`config.mk`:
```
export PLATFORM = sky130hd
export DESIGN_NAME = bwsmp_top
export DESIGN_NICKNAME = d
export VERILOG_FILES = /design/src/hw/bwsmp_pkg.sv /design/src/hw/bwsmp_fifo.sv /design/src/hw/bwsmp_top.sv
export SDC_FILE = /design/constraint.sdc
export NUM_CORES = 1
export LEC_CHECK = 0
export ABC_AREA = 1
export BUFFER_PORTS_ARGS = -buffer_cell sky130_fd_sc_hd__buf_2
export CAP_MARGIN = 0
export CORE_ASPECT_RATIO = 1.75
export CORE_MARGIN = 3
export CORE_UTILIZATION = 29
export CTS_BUF_LIST = sky130_fd_sc_hd__clkbuf_8
export CTS_CLUSTER_SIZE = 10
export DETAILED_ROUTE_END_ITERATION = 6
export PLACE_DENSITY = 0.5
export SYNTH_ARGS = -nofsm -noshare
export SYNTH_HDL_FRONTEND = slang
export SYNTH_SLANG_ARGS = --single-unit
```
`constraint.sdc`:
```
create_clock -name sys_clk -period 7.32 [get_ports sys_clk]
set_input_delay 0 -clock sys_clk [delete_from_list [all_inputs] [get_ports sys_clk]]
set_output_delay 0 -clock sys_clk [all_outputs]
set_load 0.02 [all_outputs]
```
`src/hw/bwsmp_pkg.sv`:
```
// Constants for the byte-wide mailbox port: offsets, fields, resets.
// Assumes one processor clock domain for all users of the package.
// Function
// - Local data reads return master-written bytes
// - Local data writes load outgoing slots
// - Master write byte0 sets status bit7
// - Local write byte0 sets status bit3
// - Status 6:4 flag full incoming slots
// - Status 2:0 flag full outgoing slots
// - Control bit7 disables boot-pin fetch control
// - Control 6:5 read boot pins, ignore writes
// - Mode 00 makes port A input
// - Mode 01 makes port A output
// - Mode 10 enables master mailbox access
// - Mode 11 enables external I/O bus
// - Control 1:0 sets write-only interrupt priority
// - Master write byte0 raises local interrupt unless priority is 00
// - Local write byte0 asserts attention output
// - Any mailbox access clears interrupt, attention
// - All operations synchronous to processor clock
package bwsmp_pkg;
    // Local register offsets
    localparam logic [7:0] DATA0_OFS   = 8'h20;
    localparam logic [7:0] DATA1_OFS   = 8'h21;
    localparam logic [7:0] DATA2_OFS   = 8'h22;
    localparam logic [7:0] STATUS_OFS  = 8'h23;
    localparam logic [7:0] CONTROL_OFS = 8'h24;
    localparam logic [7:0] PA_DATA_OFS = 8'h30;
    // Master-side register indices
    localparam logic [1:0] M_STATUS_IDX = 2'h3;
    // Status bit positions
    localparam int ST_MWROTE_BIT = 7;
    localparam int ST_IN_LSB     = 4;
    localparam int ST_LWROTE_BIT = 3;
    localparam int ST_OUT_LSB    = 0;
    // Control bit positions
    localparam int CT_NOFETCH_BIT = 7;
    localparam int CT_BOOT_LSB    = 5;
    localparam int CT_CSSEL_BIT   = 4;
    localparam int CT_MODE_LSB    = 2;
    localparam int CT_PRIO_LSB    = 0;
    // Reset values
    localparam logic [7:0] CONTROL_RST = 8'h00;
    localparam logic [7:0] DATA_RST    = 8'h00;
    // Write event queue shape
    localparam int EVQ_WIDTH = 10;
    localparam int EVQ_DEPTH = 16;
    // Port A modes
    typedef enum logic [1:0] {
        BWSMP_PA_IN,
        BWSMP_PA_OUT,
        BWSMP_SLAVE,
        BWSMP_EXT_BUS
    } bwsmp_mode_e;
endpackage

```
`src/hw/bwsmp_fifo.sv`:
```
// Synchronous FIFO with valid/ready on both sides.
// Assumes a single clock and an asynchronous active-low reset.
`timescale 1ns/1ps
module bwsmp_fifo #(
    parameter int WIDTH = 10,
    parameter int DEPTH = 16
) (
    input  wire logic             sys_clk,
    input  wire logic             reset_n,
    input  wire logic             in_valid,
    output logic                  in_ready,
    input  wire logic [WIDTH-1:0] in_data,
    output logic                  out_valid,
    input  wire logic             out_ready,
    output logic      [WIDTH-1:0] out_data
);
    localparam int AW = $clog2(DEPTH);

    logic [WIDTH-1:0] mem_ff [DEPTH];
    logic [AW-1:0]    wr_ptr_ff;
    logic [AW-1:0]    rd_ptr_ff;
    logic [AW:0]      count_ff;
    logic             push;
    logic             pop;

    ////////////////////////////////////////////////////////////////////////
    // Handshakes
    assign in_ready  = (count_ff != (AW+1)'(DEPTH));
    assign out_valid = (count_ff != '0);
    assign push      = in_valid && in_ready;
    assign pop       = out_valid && out_ready;
    assign out_data  = mem_ff[rd_ptr_ff];

    // Storage
    always_ff @(posedge sys_clk) begin
        if (push) begin
            mem_ff[wr_ptr_ff] <= in_data;
        end
    end

    // Pointers and fill count
    always_ff @(posedge sys_clk or negedge reset_n) begin
        if (!reset_n) begin
            wr_ptr_ff <= '0;
            rd_ptr_ff <= '0;
            count_ff  <= '0;
        end else begin
            if (push) begin
                wr_ptr_ff <= (wr_ptr_ff == AW'(DEPTH-1)) ? '0 : wr_ptr_ff + 1'b1;
            end
            if (pop) begin
                rd_ptr_ff <= (rd_ptr_ff == AW'(DEPTH-1)) ? '0 : rd_ptr_ff + 1'b1;
            end
            count_ff <= count_ff + (AW+1)'(push) - (AW+1)'(pop);
        end
    end
endmodule

```
`src/hw/bwsmp_top.sv`:
```
// Byte-wide mailbox port between an external master and local software.
// Assumes master pins are asynchronous; local bus is on sys_clk.
`timescale 1ns/1ps
module bwsmp_top
    import bwsmp_pkg::*;
(
    input  wire logic       sys_clk,
    input  wire logic       reset_n,
    input  wire logic [7:0] loc_addr,
    input  wire logic       loc_wr,
    input  wire logic       loc_rd,
    input  wire logic [7:0] loc_wdata,
    output logic      [7:0] loc_rdata_ff,
    input  wire logic       port_e_alt_pin,
    input  wire logic       port_b_alt_pin,
    input  wire logic [1:0] master_addr,
    input  wire logic       master_rd_n,
    input  wire logic       master_wr_n,
    input  wire logic [7:0] master_data_in,
    output logic      [7:0] master_data_out_ff,
    output logic            master_data_oe_ff,
    output logic            attention_out_n_ff,
    output logic            mailbox_irq_ff,
    output logic      [1:0] irq_priority_ff,
    output logic            wr_overrun_ff,
    input  wire logic [1:0] boot_mode_pins,
    output logic            fetch_by_pins_ff,
    input  wire logic [7:0] port_a_in,
    output logic      [7:0] port_a_out_ff,
    output logic            port_a_oe_ff,
    output logic      [5:0] port_b_addr_ff,
    output logic            port_b_addr_oe_ff
);
    // Pin synchronisers: stage 1 is read only by stage 2
    logic [23:0] pin_s1_ff;
    logic [23:0] pin_s2_ff;
    logic [7:0]  pa_s2;
    logic [1:0]  boot_s2;
    logic [7:0]  mdata_s2;
    logic [1:0]  maddr_s2;
    logic        rd_n_s2;
    logic        wr_n_s2;
    logic        cs_e_s2;
    logic        cs_b_s2;
    logic        rd_n_d_ff;
    logic        wr_n_d_ff;
    // Register state
    logic [7:0]  ctrl_ff;
    logic [7:0]  in_slot_ff  [3];
    logic [7:0]  out_slot_ff [3];
    logic [2:0]  in_full_ff;
    logic [2:0]  out_full_ff;
    logic        mwrote_ff;
    logic        lwrote_ff;
    logic [7:0]  status;
    // Decode
    bwsmp_mode_e mode;
    logic        cs_act;
    logic        m_wr_end;
    logic        m_rd_end;
    logic        m_rd_act;
    logic        loc_busy;
    logic        loc_mbx;
    logic [2:0]  loc_wr_slot;
    logic [2:0]  loc_rd_slot;
    logic        loc_wr_stat;
    logic        evq_in_ready;
    logic        evq_out_valid;
    logic [9:0]  evq_out_data;
    logic        ev_pop;
    logic [1:0]  ev_addr;
    logic [7:0]  ev_data;
    logic [2:0]  m_wr_slot;
    logic [2:0]  m_rd_slot;
    logic        m_wr_stat;
    logic        set_irq;
    logic        set_attn;
    logic        any_access;

    ////////////////////////////////////////////////////////////////////////
    // Two-stage sync of every master and boot pin
    always_ff @(posedge sys_clk or negedge reset_n) begin
        if (!reset_n) begin
            pin_s1_ff <= 24'hff_ffff;
            pin_s2_ff <= 24'hff_ffff;
            rd_n_d_ff <= 1'b1;
            wr_n_d_ff <= 1'b1;
        end else begin
            pin_s1_ff <= {port_a_in, boot_mode_pins, master_data_in, master_addr,
                          master_rd_n, master_wr_n, port_e_alt_pin, port_b_alt_pin};
            pin_s2_ff <= pin_s1_ff;
            rd_n_d_ff <= rd_n_s2;
            wr_n_d_ff <= wr_n_s2;
        end
    end

    assign {pa_s2, boot_s2, mdata_s2, maddr_s2, rd_n_s2, wr_n_s2, cs_e_s2, cs_b_s2} =
        pin_s2_ff;

    ////////////////////////////////////////////////////////////////////////
    // Master strobe decode
    assign mode     = bwsmp_mode_e'(ctrl_ff[CT_MODE_LSB +: 2]);
    assign cs_act   = ctrl_ff[CT_CSSEL_BIT] ? !cs_b_s2 : !cs_e_s2;
    assign m_rd_act = (mode == BWSMP_SLAVE) && cs_act && !rd_n_s2;
    assign m_wr_end = (mode == BWSMP_SLAVE) && cs_act && wr_n_s2 && !wr_n_d_ff;
    assign m_rd_end = (mode == BWSMP_SLAVE) && cs_act && rd_n_s2 && !rd_n_d_ff;

    // Master read side effects, indexed by address
    always_comb begin
        m_rd_slot = 3'b000;
        if (m_rd_end && maddr_s2 != M_STATUS_IDX) begin
            m_rd_slot[maddr_s2] = 1'b1;
        end
    end

    // Master writes queue up so local accesses can take priority
    bwsmp_fifo #(
        .WIDTH (EVQ_WIDTH),
        .DEPTH (EVQ_DEPTH)
    ) u_evq (
        .sys_clk   (sys_clk),
        .reset_n   (reset_n),
        .in_valid  (m_wr_end),
        .in_ready  (evq_in_ready),
        .in_data   ({maddr_s2, mdata_s2}),
        .out_valid (evq_out_valid),
        .out_ready (!loc_busy),
        .out_data  (evq_out_data)
    );

    assign ev_pop            = evq_out_valid && !loc_busy;
    assign {ev_addr, ev_data} = evq_out_data;
    assign m_wr_stat         = ev_pop && (ev_addr == M_STATUS_IDX);

    always_comb begin
        m_wr_slot = 3'b000;
        if (ev_pop && ev_addr != M_STATUS_IDX) begin
            m_wr_slot[ev_addr] = 1'b1;
        end
    end

    ////////////////////////////////////////////////////////////////////////
    // Local bus decode
    assign loc_busy    = loc_wr || loc_rd;
    assign loc_mbx     = (loc_addr >= DATA0_OFS) && (loc_addr <= CONTROL_OFS);
    assign loc_wr_stat = loc_wr && (loc_addr == STATUS_OFS);
    assign loc_wr_slot = {loc_wr && loc_addr == DATA2_OFS, loc_wr && loc_addr == DATA1_OFS,
                          loc_wr && loc_addr == DATA0_OFS};
    assign loc_rd_slot = {loc_rd && loc_addr == DATA2_OFS, loc_rd && loc_addr == DATA1_OFS,
                          loc_rd && loc_addr == DATA0_OFS};

    assign status = {mwrote_ff, in_full_ff, lwrote_ff, out_full_ff};

    // Control register; boot bits stay zero in storage
    always_ff @(posedge sys_clk or negedge reset_n) begin
        if (!reset_n) begin
            ctrl_ff <= CONTROL_RST;
        end else if (loc_wr && loc_addr == CONTROL_OFS) begin
            ctrl_ff <= {loc_wdata[7], 2'b00, loc_wdata[4:0]};
        end
    end

    // Local read data, one cycle after the read strobe
    always_ff @(posedge sys_clk or negedge reset_n) begin
        if (!reset_n) begin
            loc_rdata_ff <= DATA_RST;
        end else if (loc_rd) begin
            case (loc_addr)
                DATA0_OFS:   loc_rdata_ff <= in_slot_ff[0];
                DATA1_OFS:   loc_rdata_ff <= in_slot_ff[1];
                DATA2_OFS:   loc_rdata_ff <= in_slot_ff[2];
                STATUS_OFS:  loc_rdata_ff <= status;
                CONTROL_OFS: loc_rdata_ff <= {ctrl_ff[7], boot_s2, ctrl_ff[4], 4'h0};
                PA_DATA_OFS: loc_rdata_ff <= (mode == BWSMP_PA_IN) ? pa_s2 : port_a_out_ff;
                default:     loc_rdata_ff <= 8'h00;
            endcase
        end
    end

    ////////////////////////////////////////////////////////////////////////
    // Data slots in both directions
    always_ff @(posedge sys_clk or negedge reset_n) begin
        if (!reset_n) begin
            for (int i = 0; i < 3; i++) begin
                in_slot_ff[i]  <= DATA_RST;
                out_slot_ff[i] <= DATA_RST;
            end
        end else begin
            for (int i = 0; i < 3; i++) begin
                if (m_wr_slot[i]) begin
                    in_slot_ff[i] <= ev_data;
                end
                if (loc_wr_slot[i]) begin
                    out_slot_ff[i] <= loc_wdata;
                end
            end
        end
    end

    // Full flags; a set in the clearing cycle wins
    always_ff @(posedge sys_clk or negedge reset_n) begin
        if (!reset_n) begin
            in_full_ff  <= 3'b000;
            out_full_ff <= 3'b000;
        end else begin
            in_full_ff  <= m_wr_slot | (in_full_ff & ~loc_rd_slot);
            out_full_ff <= loc_wr_slot | (out_full_ff & ~m_rd_slot);
        end
    end

    // Last-writer flags
    always_ff @(posedge sys_clk or negedge reset_n) begin
        if (!reset_n) begin
            mwrote_ff <= 1'b0;
            lwrote_ff <= 1'b0;
        end else begin
            mwrote_ff <= m_wr_slot[0] || (mwrote_ff && !loc_wr_stat);
            lwrote_ff <= loc_wr_slot[0] || (lwrote_ff && !m_wr_stat);
        end
    end

    ////////////////////////////////////////////////////////////////////////
    // Interrupt and attention, cleared by any mailbox access, set wins
    assign set_irq    = m_wr_slot[0] && (ctrl_ff[CT_PRIO_LSB +: 2] != 2'b00);
    assign set_attn   = loc_wr_slot[0];
    assign any_access = (loc_busy && loc_mbx) || ev_pop || m_rd_end;

    always_ff @(posedge sys_clk or negedge reset_n) begin
        if (!reset_n) begin
            mailbox_irq_ff     <= 1'b0;
            attention_out_n_ff <= 1'b1;
            irq_priority_ff    <= 2'b00;
            wr_overrun_ff      <= 1'b0;
        end else begin
            mailbox_irq_ff     <= set_irq || (mailbox_irq_ff && !any_access);
            attention_out_n_ff <= !(set_attn || (!attention_out_n_ff && !any_access));
            irq_priority_ff    <= ctrl_ff[CT_PRIO_LSB +: 2];
            wr_overrun_ff      <= !evq_in_ready;
        end
    end

    ////////////////////////////////////////////////////////////////////////
    // Master data bus drive during a selected read
    always_ff @(posedge sys_clk or negedge reset_n) begin
        if (!reset_n) begin
            master_data_out_ff <= 8'h00;
            master_data_oe_ff  <= 1'b0;
        end else begin
            master_data_oe_ff  <= m_rd_act;
            master_data_out_ff <= (maddr_s2 == M_STATUS_IDX) ? status
                                                             : out_slot_ff[maddr_s2];
        end
    end

    // Port A / port B by mode, and boot fetch control
    always_ff @(posedge sys_clk or negedge reset_n) begin
        if (!reset_n) begin
            port_a_out_ff     <= 8'h00;
            port_a_oe_ff      <= 1'b0;
            port_b_addr_ff    <= 6'h00;
            port_b_addr_oe_ff <= 1'b0;
            fetch_by_pins_ff  <= 1'b1;
        end else begin
            fetch_by_pins_ff  <= !ctrl_ff[CT_NOFETCH_BIT];
            port_a_oe_ff      <= (mode == BWSMP_PA_OUT) || (mode == BWSMP_EXT_BUS);
            port_b_addr_oe_ff <= (mode == BWSMP_EXT_BUS);
            if (loc_wr && loc_addr == PA_DATA_OFS && mode == BWSMP_PA_OUT) begin
                port_a_out_ff <= loc_wdata;
            end else if (loc_wr && !loc_mbx && mode == BWSMP_EXT_BUS) begin
                port_a_out_ff  <= loc_wdata;
                port_b_addr_ff <= loc_addr[5:0];
            end
        end
    end
endmodule

```
Yosys cells after proc, flatten, opt, wreduce, memory -nomap -nowiden --
Memories as Yosys holds them, arrays and structs flattened. Cells that the tools add are included.
Word-level totals: bits in registers 164, bits of input ports 44, memories 1, memory bits (writable) 160, word-level logic and storage cells 144
Cells by class: add/subtract/negate cells 4, reductions and logical operators 59, $lt $le $gt $ge 7, bitwise operators 8, mux-type cells 19, equal/unequal tests 16
Memory list:
- u_evq.mem_ff | words 16, width 10, read ports 1, clocked after Yosys merged registers in 0, write ports 1, RTL line bwsmp_fifo.sv:19 | logic [WIDTH-1:0] mem_ff [DEPTH];
Operator list (number):
- $eq A8 B6 Y1 const B | 6
- $mux W8 | 6
- $pmux W8 S6 | 1
- $logic_and A1 B1 Y1 | 32
- $bmux W8 S2 | 1
- $logic_not A1 Y1 | 14
- $add A4 B1 Y4 const B | 2
- $eq A2 B2 Y1 const B | 4
- $eq A4 B4 Y1 const B | 2
- $ge A8 B6 Y1 const B | 1
- $le A8 B6 Y1 const B | 1
- $logic_or A1 B1 Y1 | 8
- $mux W4 | 2
- $and A3 B3 Y3 | 2
- $lt A2 B3 Y1 const B | 2
- $mux W3 | 2
- $not A3 Y3 | 2
- $or A3 B3 Y3 | 2
- $add A5 B1 Y5 | 1
- $mux W1 | 5
- $ne A5 B5 Y1 const B | 1
- $reduce_bool A5 Y1 | 1
- $sub A5 B1 Y5 | 1
- $demux W1 S2 | 2
- other kinds (9) | 12

Logic depth before layout (Yosys ltp) --
Gate-level depths: netlist of run 1.
depth in word-level cells 10, depth in mapped cells 13, gate-level depth less buffers 12

By module --
From an unflattened synthesis of run 1, not the netlist that was laid out.
Second synthesis, totals: cells, all modules 1382, area, all modules 13833.3 µm²
Modules (own cells, without submodules):
- bwsmp_fifo | cells an instance 795, seq. area each 5129.9 µm², instances 1, area each 7842.5 µm²
- bwsmp_top | cells an instance 587, seq. area each 3843.7 µm², instances 1, area each 5990.7 µm²

Worst setup path before layout of run 1 --
No wires, ideal clock.
path kind register to register, start register u_evq.count_ff[3], end register u_evq.count_ff[4], setup time 79 ps, path buffers 1, cell stages (with the launch flop) 14, period minus slack after synthesis 2609 ps, data arrival time 2530 ps, path slack 4711 ps, cells stage by stage dfrtp_1 inv_1 ha_1 nand4_1 nand3_2 clkinv_1 buf_2 ha_1 inv_1 ha_1 inv_1 fa_1 o21ai_0 xor2_1
On the way: elaborated cells on any way between the ends 6
RTL lines:
- start: declaration | RTL line bwsmp_fifo.sv:22 | logic [AW:0] count_ff;
- start signal: assignment | RTL line bwsmp_fifo.sv:54 | count_ff <= count_ff + (AW+1)'(push) - (AW+1)'(pop);
- $reduce_bool A5 Y1 | RTL line bwsmp_fifo.sv:29 | assign out_valid = (count_ff != '0);
- $logic_and A1 B1 Y1
- net ev_pop | RTL line bwsmp_top.sv:70 | logic ev_pop;
- $sub A5 B1 Y5 | RTL line bwsmp_fifo.sv:54
The timed path passes the listed nets, and every way through them passes these cells. A chain may end at the register's enable or synchronous reset.

Worst setup path in the final report of run 1 --
start input loc_addr[6], end register port_a_out_ff[6]
On the way: longest elaborated chain between the ends 6, elaborated cells on any way between the ends 11
RTL lines:
- start: declaration | RTL line bwsmp_top.sv:9 | input wire logic [7:0] loc_addr,
- $ge A8 B6 Y1 or $le A8 B6 Y1 (tied branches) | RTL line bwsmp_top.sv:145 | assign loc_mbx = (loc_addr >= DATA0_OFS) && (loc_addr <= CONTROL_OFS);
- $logic_and A1 B1 Y1 | RTL line bwsmp_top.sv:145
- $logic_not A1 Y1 | RTL line bwsmp_top.sv:269 | end else if (loc_wr && !loc_mbx && mode == BWSMP_EXT_BUS) begin
- $logic_and A1 B1 Y1 (2 in series) | RTL line bwsmp_top.sv:269
- $reduce_bool A2 Y1 (no source line)
- end signal: assignment | RTL line bwsmp_top.sv:268 | port_a_out_ff <= loc_wdata;
- end signal: assignment | RTL line bwsmp_top.sv:270 | port_a_out_ff <= loc_wdata;
- end: declaration | RTL line bwsmp_top.sv:29 | output logic [7:0] port_a_out_ff,
Several ways; a longest one is shown, not always the timed one.

==> results by group, run 1 <==
Outcome
  • Status: finished clean

Clocking
  • CTS Buf Count: 52
  • Max H-tree Level: 2
  • Clock latency on the worst-skew pair: 600 ps
  • Clk root buf: clkbuf_8
  • # Post-CTS Setup Buffers: 0
  • Worst-path clk slew: 60 ps
  • CTS tree: done
  • Max clock buf depth: 3
  • Num Clock Sinks: 324

STA
  • Clock skew: 27.72 ps
  • Final period util: 44.47%
  • Setup Viol. Count Final: 0
  • Max frequency: 307.2 MHz
  • Min Clock Period, post-route: 3255 ps
  • RSZ-0062 raised after global routing: false
  • Worst slew margin: 25.60%
  • Final hold vios: 0
  • Worst-Margin Slew: 1112 ps
  • Final setup TNS: 0 ps
  • Max Slew Vio Count: 0

Setup path
  • Startpoint types: input pin
  • Critical Path End Type: register
  • Critical path arrival: 3740 ps
  • Critical Path RT: 7800 ps
  • CP Class: in2reg
  • Critical Path Fanout Max: 21

Global routing
  • Grt total ovfl: 0
  • Global router's overall resource usage: 14.79%
  • First-pass GRT wire length: 55570 um
  • Pin count of the biggest net entering global routing: 76
  • Initial antenna violation count: 1
  • Vias in the first global route: 9643

Detailed routing
  • DR WL/cell: 17.59 um
  • Residual DRC: 0
  • Drt initial violations: 612
  • Via count: 9325
  • Vias/cell: 4.503
  • Detailed Routing Iterations Pass 1: 7
  • Post-route ant nets: 0
  • Drt total wl: 36420 um

Power and ir drop
  • Logic pwr share: 24.8%
  • Sequential share of power: 44.9%
  • Pwr/cell area: 306.1 mW/mm^2
  • Internal: 3.163 mW
  • Leak pwr: 7.085 nW
  • Sw frac: 35.21%
  • Net Sw Power: 1.719 mW
  • Clock Power Share: 30.2%
  • Peak supply drop: 0.1334 mV

Cells and area
  • # fillers: 4595
  • Final #Nets: 1509
  • Layout area overhead: 19.18%
  • Fraction of final layout cells sized beyond drive strength 1: 16.28%
  • Layout Utilization: 35.16%

Logic synthesis
  • #FFs+latches synth: 324
  • Part of the Yosys area used for sequential elements: 67.06%
  • Synthesized net count: 1350
  • Post-Synthesis Cells: 1294
  • Count of warnings emitted by yosys: 0
  • Synth unique cells: 40
  • Mapped cell area: 0.01338 sq mm
  • Syn Area/Cell: 10.34 sq um

Placed design
  • Post-detail-place hpwl: 24700 um
  • Port Buffers: 82
  • RD Place Congestion: 0.8390

Floorplanning
  • Row Count: 103
  • Core box area: 0.04536 sq mm
  • Die Area: 0.04886 sq mm
  • Die Wd: 168.4 um
  • Chip height: 290.2 um
  • Number of I/O pins: 83
  • Starting density of the core: 29.50%

Run
  • Max_cap viols: 0

Hold path
  • Hold Path Class: in2reg
-- logic make-up after synthesis --
logic type               count (synthesis)  share of synthesized area (%)
AND/OR/NAND/NOR                        665                          21.13
adder cells (fa/ha/maj)                 12                          1.178
buffers and inverters                  172                          5.554
flip-flops                             324                          67.06
XOR/XNOR                                 7                         0.4582
AO/OA/AOI/OAI                          114                          4.619
-- cell usage in the layout, fill, tap and decap left out, drive strengths merged, types with 2 or more instances in the layout --
master / netlist / routed
xnor2: 2 / 2
dfrtp: 112 / 112
inv: 120 / 145
clkinv: 2 / 10
nand2: 405 / 405
xor2: 5 / 5
or2: 9 / 9
a21oi: 15 / 15
nand4: 14 / 14
a221oi: 6 / 6
dfstp: 52 / 52
nand3b: 2 / 2
ha: 11 / 11
nor2: 118 / 118
a32oi: 2 / 2
a22oi: 6 / 6
clkbuf: 14 / 61
dlygate4sd3: 0 / 67
buf: 36 / 88
nand3: 111 / 111
nor3: 6 / 6
o21ai: 84 / 84
edfxtp: 160 / 160
-- power groups by stage --
stage,Sequential [mW],Clock [mW],Combinational [mW]
3_5_place_dp,2.23,0,1.21
2_1_floorplan,2.16,0,0.902
4_1_cts,2.20,1.54,1.24
5_1_grt,2.21,1.61,1.37
3_3_place_gp,2.23,0,1.19
6_report,2.19,1.48,1.21
-- cell type report --
| type | instances | area (sq um) | area share [%] |
|---|---|---|---|
| clock buffers | 61 | 839.6 | 5.264 |
| multi-input cells | 798 | 3665 | 22.98 |
| inverters | 122 | 462.9 | 2.903 |
| repair buffers | 155 | 1132 | 7.100 |
| clock inverters | 33 | 148.9 | 0.9336 |
| diodes | 1 | 2.502 | 0.01569 |
| well taps | 577 | 721.9 | 4.527 |
| flip-flops and latches | 324 | 8975 | 56.28 |
-- what timing repair did --
action                     4_1_cts  5_1_grt
setup endpoints to repair        0        0
hold buffers                    67        0
hold endpoints to repair       135        0
gates resized for setup          0        0
-- synth_stat cells --
library cell | n | area share, %
a32oi_1 | 2 | 0.13
o21ai_1 | 9 | 0.34
nand4_1 | 13 | 0.61
inv_4 | 2 | 0.093
dfrtp_1 | 112 | 21
nand2_4 | 1 | 0.084
dfstp_2 | 52 | 10
nand3b_1 | 2 | 0.11
o211ai_1 | 1 | 0.056
a21oi_1 | 15 | 0.56
nor3_4 | 1 | 0.12
nand3_4 | 1 | 0.13
edfxtp_1 | 160 | 36
inv_2 | 3 | 0.084
nor3_1 | 5 | 0.19
clkinv_1 | 2 | 0.056
xnor2_1 | 2 | 0.13
inv_1 | 115 | 3.2
nand2_1 | 395 | 11
nor2_2 | 2 | 0.093
nand3_2 | 3 | 0.22
a22oi_1 | 6 | 0.34
nor2_4 | 2 | 0.17
fa_1 | 1 | 0.15
xor2_1 | 5 | 0.33
a221oi_1 | 6 | 0.39
nand2_2 | 9 | 0.42
buf_4 | 5 | 0.28
nand3_1 | 107 | 4.0
or2_2 | 8 | 0.37
buf_1 | 2 | 0.056
ha_1 | 11 | 1.0
clkbuf_1 | 14 | 0.39
buf_2 | 23 | 0.86
nor2_1 | 113 | 3.2
o21ai_0 | 75 | 2.8
buf_6 | 6 | 0.50
nand4_4 | 1 | 0.16
nor2_8 | 1 | 0.15
or2_1 | 1 | 0.047
-- routing by layer --
layer	up-vias	GRT usage, %	routed length [um]
met2	224	28.23	20020
met3	100	2.140	1340
met1	4457	14.56	12660
met4	0	9.527	2403
met5	-	0	0
li1	4544	-	-
-- state kept, by name (all words and copies together) (netlist names), 3 cells and up --
name,count
loc_rdata_ff,8
out_full_ff,3
in_slot_ff,24
port_a_out_ff,8
u_evq.wr_ptr_ff,4
u_evq.rd_ptr_ff,4
u_evq.mem_ff,160
out_slot_ff,24
pin_s1_ff,24
u_evq.count_ff,5
in_full_ff,3
port_b_addr_ff,6
ctrl_ff,6
pin_s2_ff,24
master_data_out_ff,8
-- worst paths after layout --
check,to,slack [ps],start,depth (start not counted)
hold reg to reg,pin_s2_ff[1],350,pin_s1_ff[1],0
hold / removal,pin_s1_ff[7],50,master_data_in[1],2
setup / recovery,port_a_out_ff[6],4060,loc_addr[6],14
max in group asynchronous,u_evq.rd_ptr_ff[0],5510,reset_n,4
setup reg to reg,u_evq.count_ff[4],4280,u_evq.count_ff[2],12
min in group asynchronous,pin_s1_ff[8],210,reset_n,2
-- worst max-delay path, stage by stage --
cell,delay (ps)
dlygate4sd3_1,530
buf_2,120
nor2_2,70
dlygate4sd3_1,630
nand3_2,150
inv_2,230
nand2_1,210
nand2_1,130
nand2_1,100
nand3_1,560
nand2_2,260
nand2_1,130
nand2_1,50
dlygate4sd3_1,550
-- through the flow --
step                      instance area, sq um  setup WS [ps]  hold WS (ps)  std cells  power, mW
after CTS                                15950           4104         2.477       2070      4.974
after global placement                   14290           4377         29.08       1909      3.416
after detailed placement                 14290           4221         35.74       1909      3.439
final                                    15950           4065         50.08       2071      4.882
after floorplan                          13380           4711        -295.6       1294      3.064
after global routing                     15950           3798         19.75       2071      5.189
Note: power is estimated with default switching activity, not from simulation.
==> run 2: changes to the inputs <==
- clock period: 7.32 -> 3 ns (I/O delays scaled with it)
==> run 2 against run 1 <==
Against the previous run:
- via count rose by 1.0%
- setup slack got worse by 3900 ps
- clock power rose to 2.6 times the previous value
- first-iteration DRC count shrank 13%
- final cell count rose by 1.7%
- design area rose by 2.6%
- largest cell class unchanged
- sequential share of layout area fell by 1.4 points
- clock skew rose by 16 ps
- flip-flop and latch count unchanged
==> results by group, run 2 (synthesis gave the netlist of run 1 again) <==
Power and ir drop
  • Clock Power Share: 31.7%
  • Internal: 8.097 mW
  • Net Sw Power: 4.223 mW
  • Pwr/cell area: 752.7 mW/mm^2
  • Peak supply drop: 0.3227 mV
  • Sw frac: 34.28%
  • Leak pwr: 7.279 nW
  • Logic pwr share: 25.7%
  • Sequential share of power: 42.6%

Run
  • Max_cap viols: 0

Setup path
  • Crit path from: loc_addr[6]
  • Startpoint types: input pin
  • CP Class: in2reg
  • Critical path arrival: 3330 ps
  • Critical Path Fanout Max: 21
  • Critical Path RT: 3510 ps
  • Critical Path End Type: register
  • Reg2reg start: ctrl_ff[3]

STA
  • Hold slack: 9.152 ps
  • Final period util: 94.02%
  • Worst slew margin: 47.24%
  • Max Slew Vio Count: 0
  • Min Clock Period, post-route: 2821 ps
  • Final setup TNS: 0 ps
  • RSZ-0062 raised after global routing: false
  • Clock skew: 43.90 ps
  • Final hold vios: 0
  • Setup Viol. Count Final: 0
  • Worst-Margin Slew: 791.4 ps
  • Max frequency: 354.5 MHz

Global routing
  • Met1 usage: 14.28%
  • GRT met3 Usage: 1.990%
  • Gr busiest metal: met2
  • Initial antenna violation count: 1
  • Pin count of the biggest net entering global routing: 89
  • Vias in the first global route: 9853
  • Met2 global-route usage: 29.26%
  • Global router's overall resource usage: 14.97%
  • First-pass GRT wire length: 56080 um
  • Grt total ovfl: 0

Clocking
  • Max clock buf depth: 3
  • Max H-tree Level: 2
  • Clock latency on the worst-skew pair: 620 ps
  • CTS tree: done
  • Worst-path clk slew: 70 ps
  • Num Clock Sinks: 324
  • Clk root buf: clkbuf_8
  • CTS Buf Count: 50

Cells and area
  • Largest register FFs: 160
  • Post-route insts no fill: 2106
  • Commonest non-fill, non-tap cell in the layout: nand2_1
  • Top reg by flops: u_evq.mem_ff
  • Final #Nets: 1543
  • Layout area overhead: 22.32%
  • Layout Utilization: 36.08%
  • # fillers: 4549
  • Commonest cells after routing, fill and taps aside: nand2_1, edfxtp_1, inv_1
  • Fraction of final layout cells sized beyond drive strength 1: 18.78%

Detailed routing
  • Post-route ant nets: 0
  • Drt total wl: 36850 um
  • Via count: 9422
  • Residual DRC: 0
  • Vias/cell: 4.474
  • Drt initial violations: 535
  • DR WL/cell: 17.50 um
  • Detailed Routing Iterations Pass 1: 6

Floorplanning
  • Row Count: 103
  • Die Area: 0.04886 sq mm
  • Starting density of the core: 29.50%
  • Chip height: 290.2 um
  • Die Wd: 168.4 um
  • Core box area: 0.04536 sq mm
  • Number of I/O pins: 83

Placed design
  • Port Buffers: 82
  • # placed instances: 1943
  • Post-detail-place hpwl: 25900 um
  • RD Place Congestion: 0.8293

Hold path
  • Hold Path Class: in2async

Outcome
  • Status: finished clean
## run 2: cell types whose count changed in the layout (fill, tap and decap cells not counted)
| cell | before | now |
|---|---|---|
| buf_12 | 0 | 3 |
| buf_4 | 6 | 37 |
| bufinv_16 | 0 | 2 |
| clkbuf_8 | 61 | 65 |
| clkinv_1 | 5 | 8 |
| clkinv_2 | 4 | 7 |
| clkinv_8 | 1 | 2 |
| clkinvlp_4 | 0 | 2 |
| dlygate4sd3_1 | 67 | 69 |
| inv_1 | 138 | 124 |
| inv_2 | 3 | 2 |
| inv_6 | 1 | 0 |
## run 2: power groups by stage
stage	Clock (mW)	Combinational [mW]	Sequential, mW
global placement	0	3.14	5.33
finish	3.91	3.17	5.24
floorplan	0	2.20	5.28
detailed placement	0	3.17	5.33
CTS	4.04	3.24	5.25
global route	4.21	3.60	5.28
## run 2: layer usage
layer	part of all wire [%]	up-vias
li1	-	4609
met1	34	4496
met2	55	230
met3	3.4	87
met4	7.0	0
met5	0	-
## run 2: path summary, 6_finish.rpt
kind | to | slack [ps] | depth (start not counted)
min | u_evq.rd_ptr_ff[0] | 9 | 2
max in group asynchronous | pin_s1_ff[17] | 2210 | 3
min in group sys_clk | pin_s1_ff[0] | 30 | 2
max reg2reg | u_evq.mem_ff[7][3] | 490 | 8
min reg2reg | pin_s2_ff[9] | 350 | 0
max | port_a_out_ff[6] | 180 | 15
## run 2: stage by stage
step	setup slack, ps	total power, mW	cell area (sq um)
final	179.3	12.32	16370
after global routing	12.34	13.09	16370
after floorplan	391.3	7.476	13380
after CTS	172.3	12.54	16360
after global placement	533.2	8.463	14580
after detailed placement	507.0	8.498	14580
## run 2: worst max-delay path, stage by stage
cell	delay [ps]
dlygate4sd3_1	540
buf_2	130
nor2_2	70
dlygate4sd3_1	640
nand3_2	170
inv_4	180
nand2_1	190
nand2_1	130
nand2_1	100
nand3_1	80
buf_4	240
nand2_2	160
nand2_1	100
nand2_1	40
dlygate4sd3_1	540
## run 2: cell type report
cell class | instances | area (sq um) | area share, %
antenna | 1 | 2.502 | 0.01529
clock buffer | 65 | 894.6 | 5.466
clock inverter | 28 | 198.9 | 1.215
inverter | 122 | 465.4 | 2.844
multi-input combinational | 798 | 3665 | 22.39
sequential | 324 | 8975 | 54.83
tap | 577 | 721.9 | 4.411
timing repair buffer | 191 | 1445 | 8.829
## run 2: repair_timing
item / 4_1_cts / 5_1_grt
setup buffers: 0 / 0
endpoints found under the hold margin: 172 / 0
setup endpoints to repair: 0 / 8
gates resized for setup: 0 / 1
hold buffers: 69 / 0
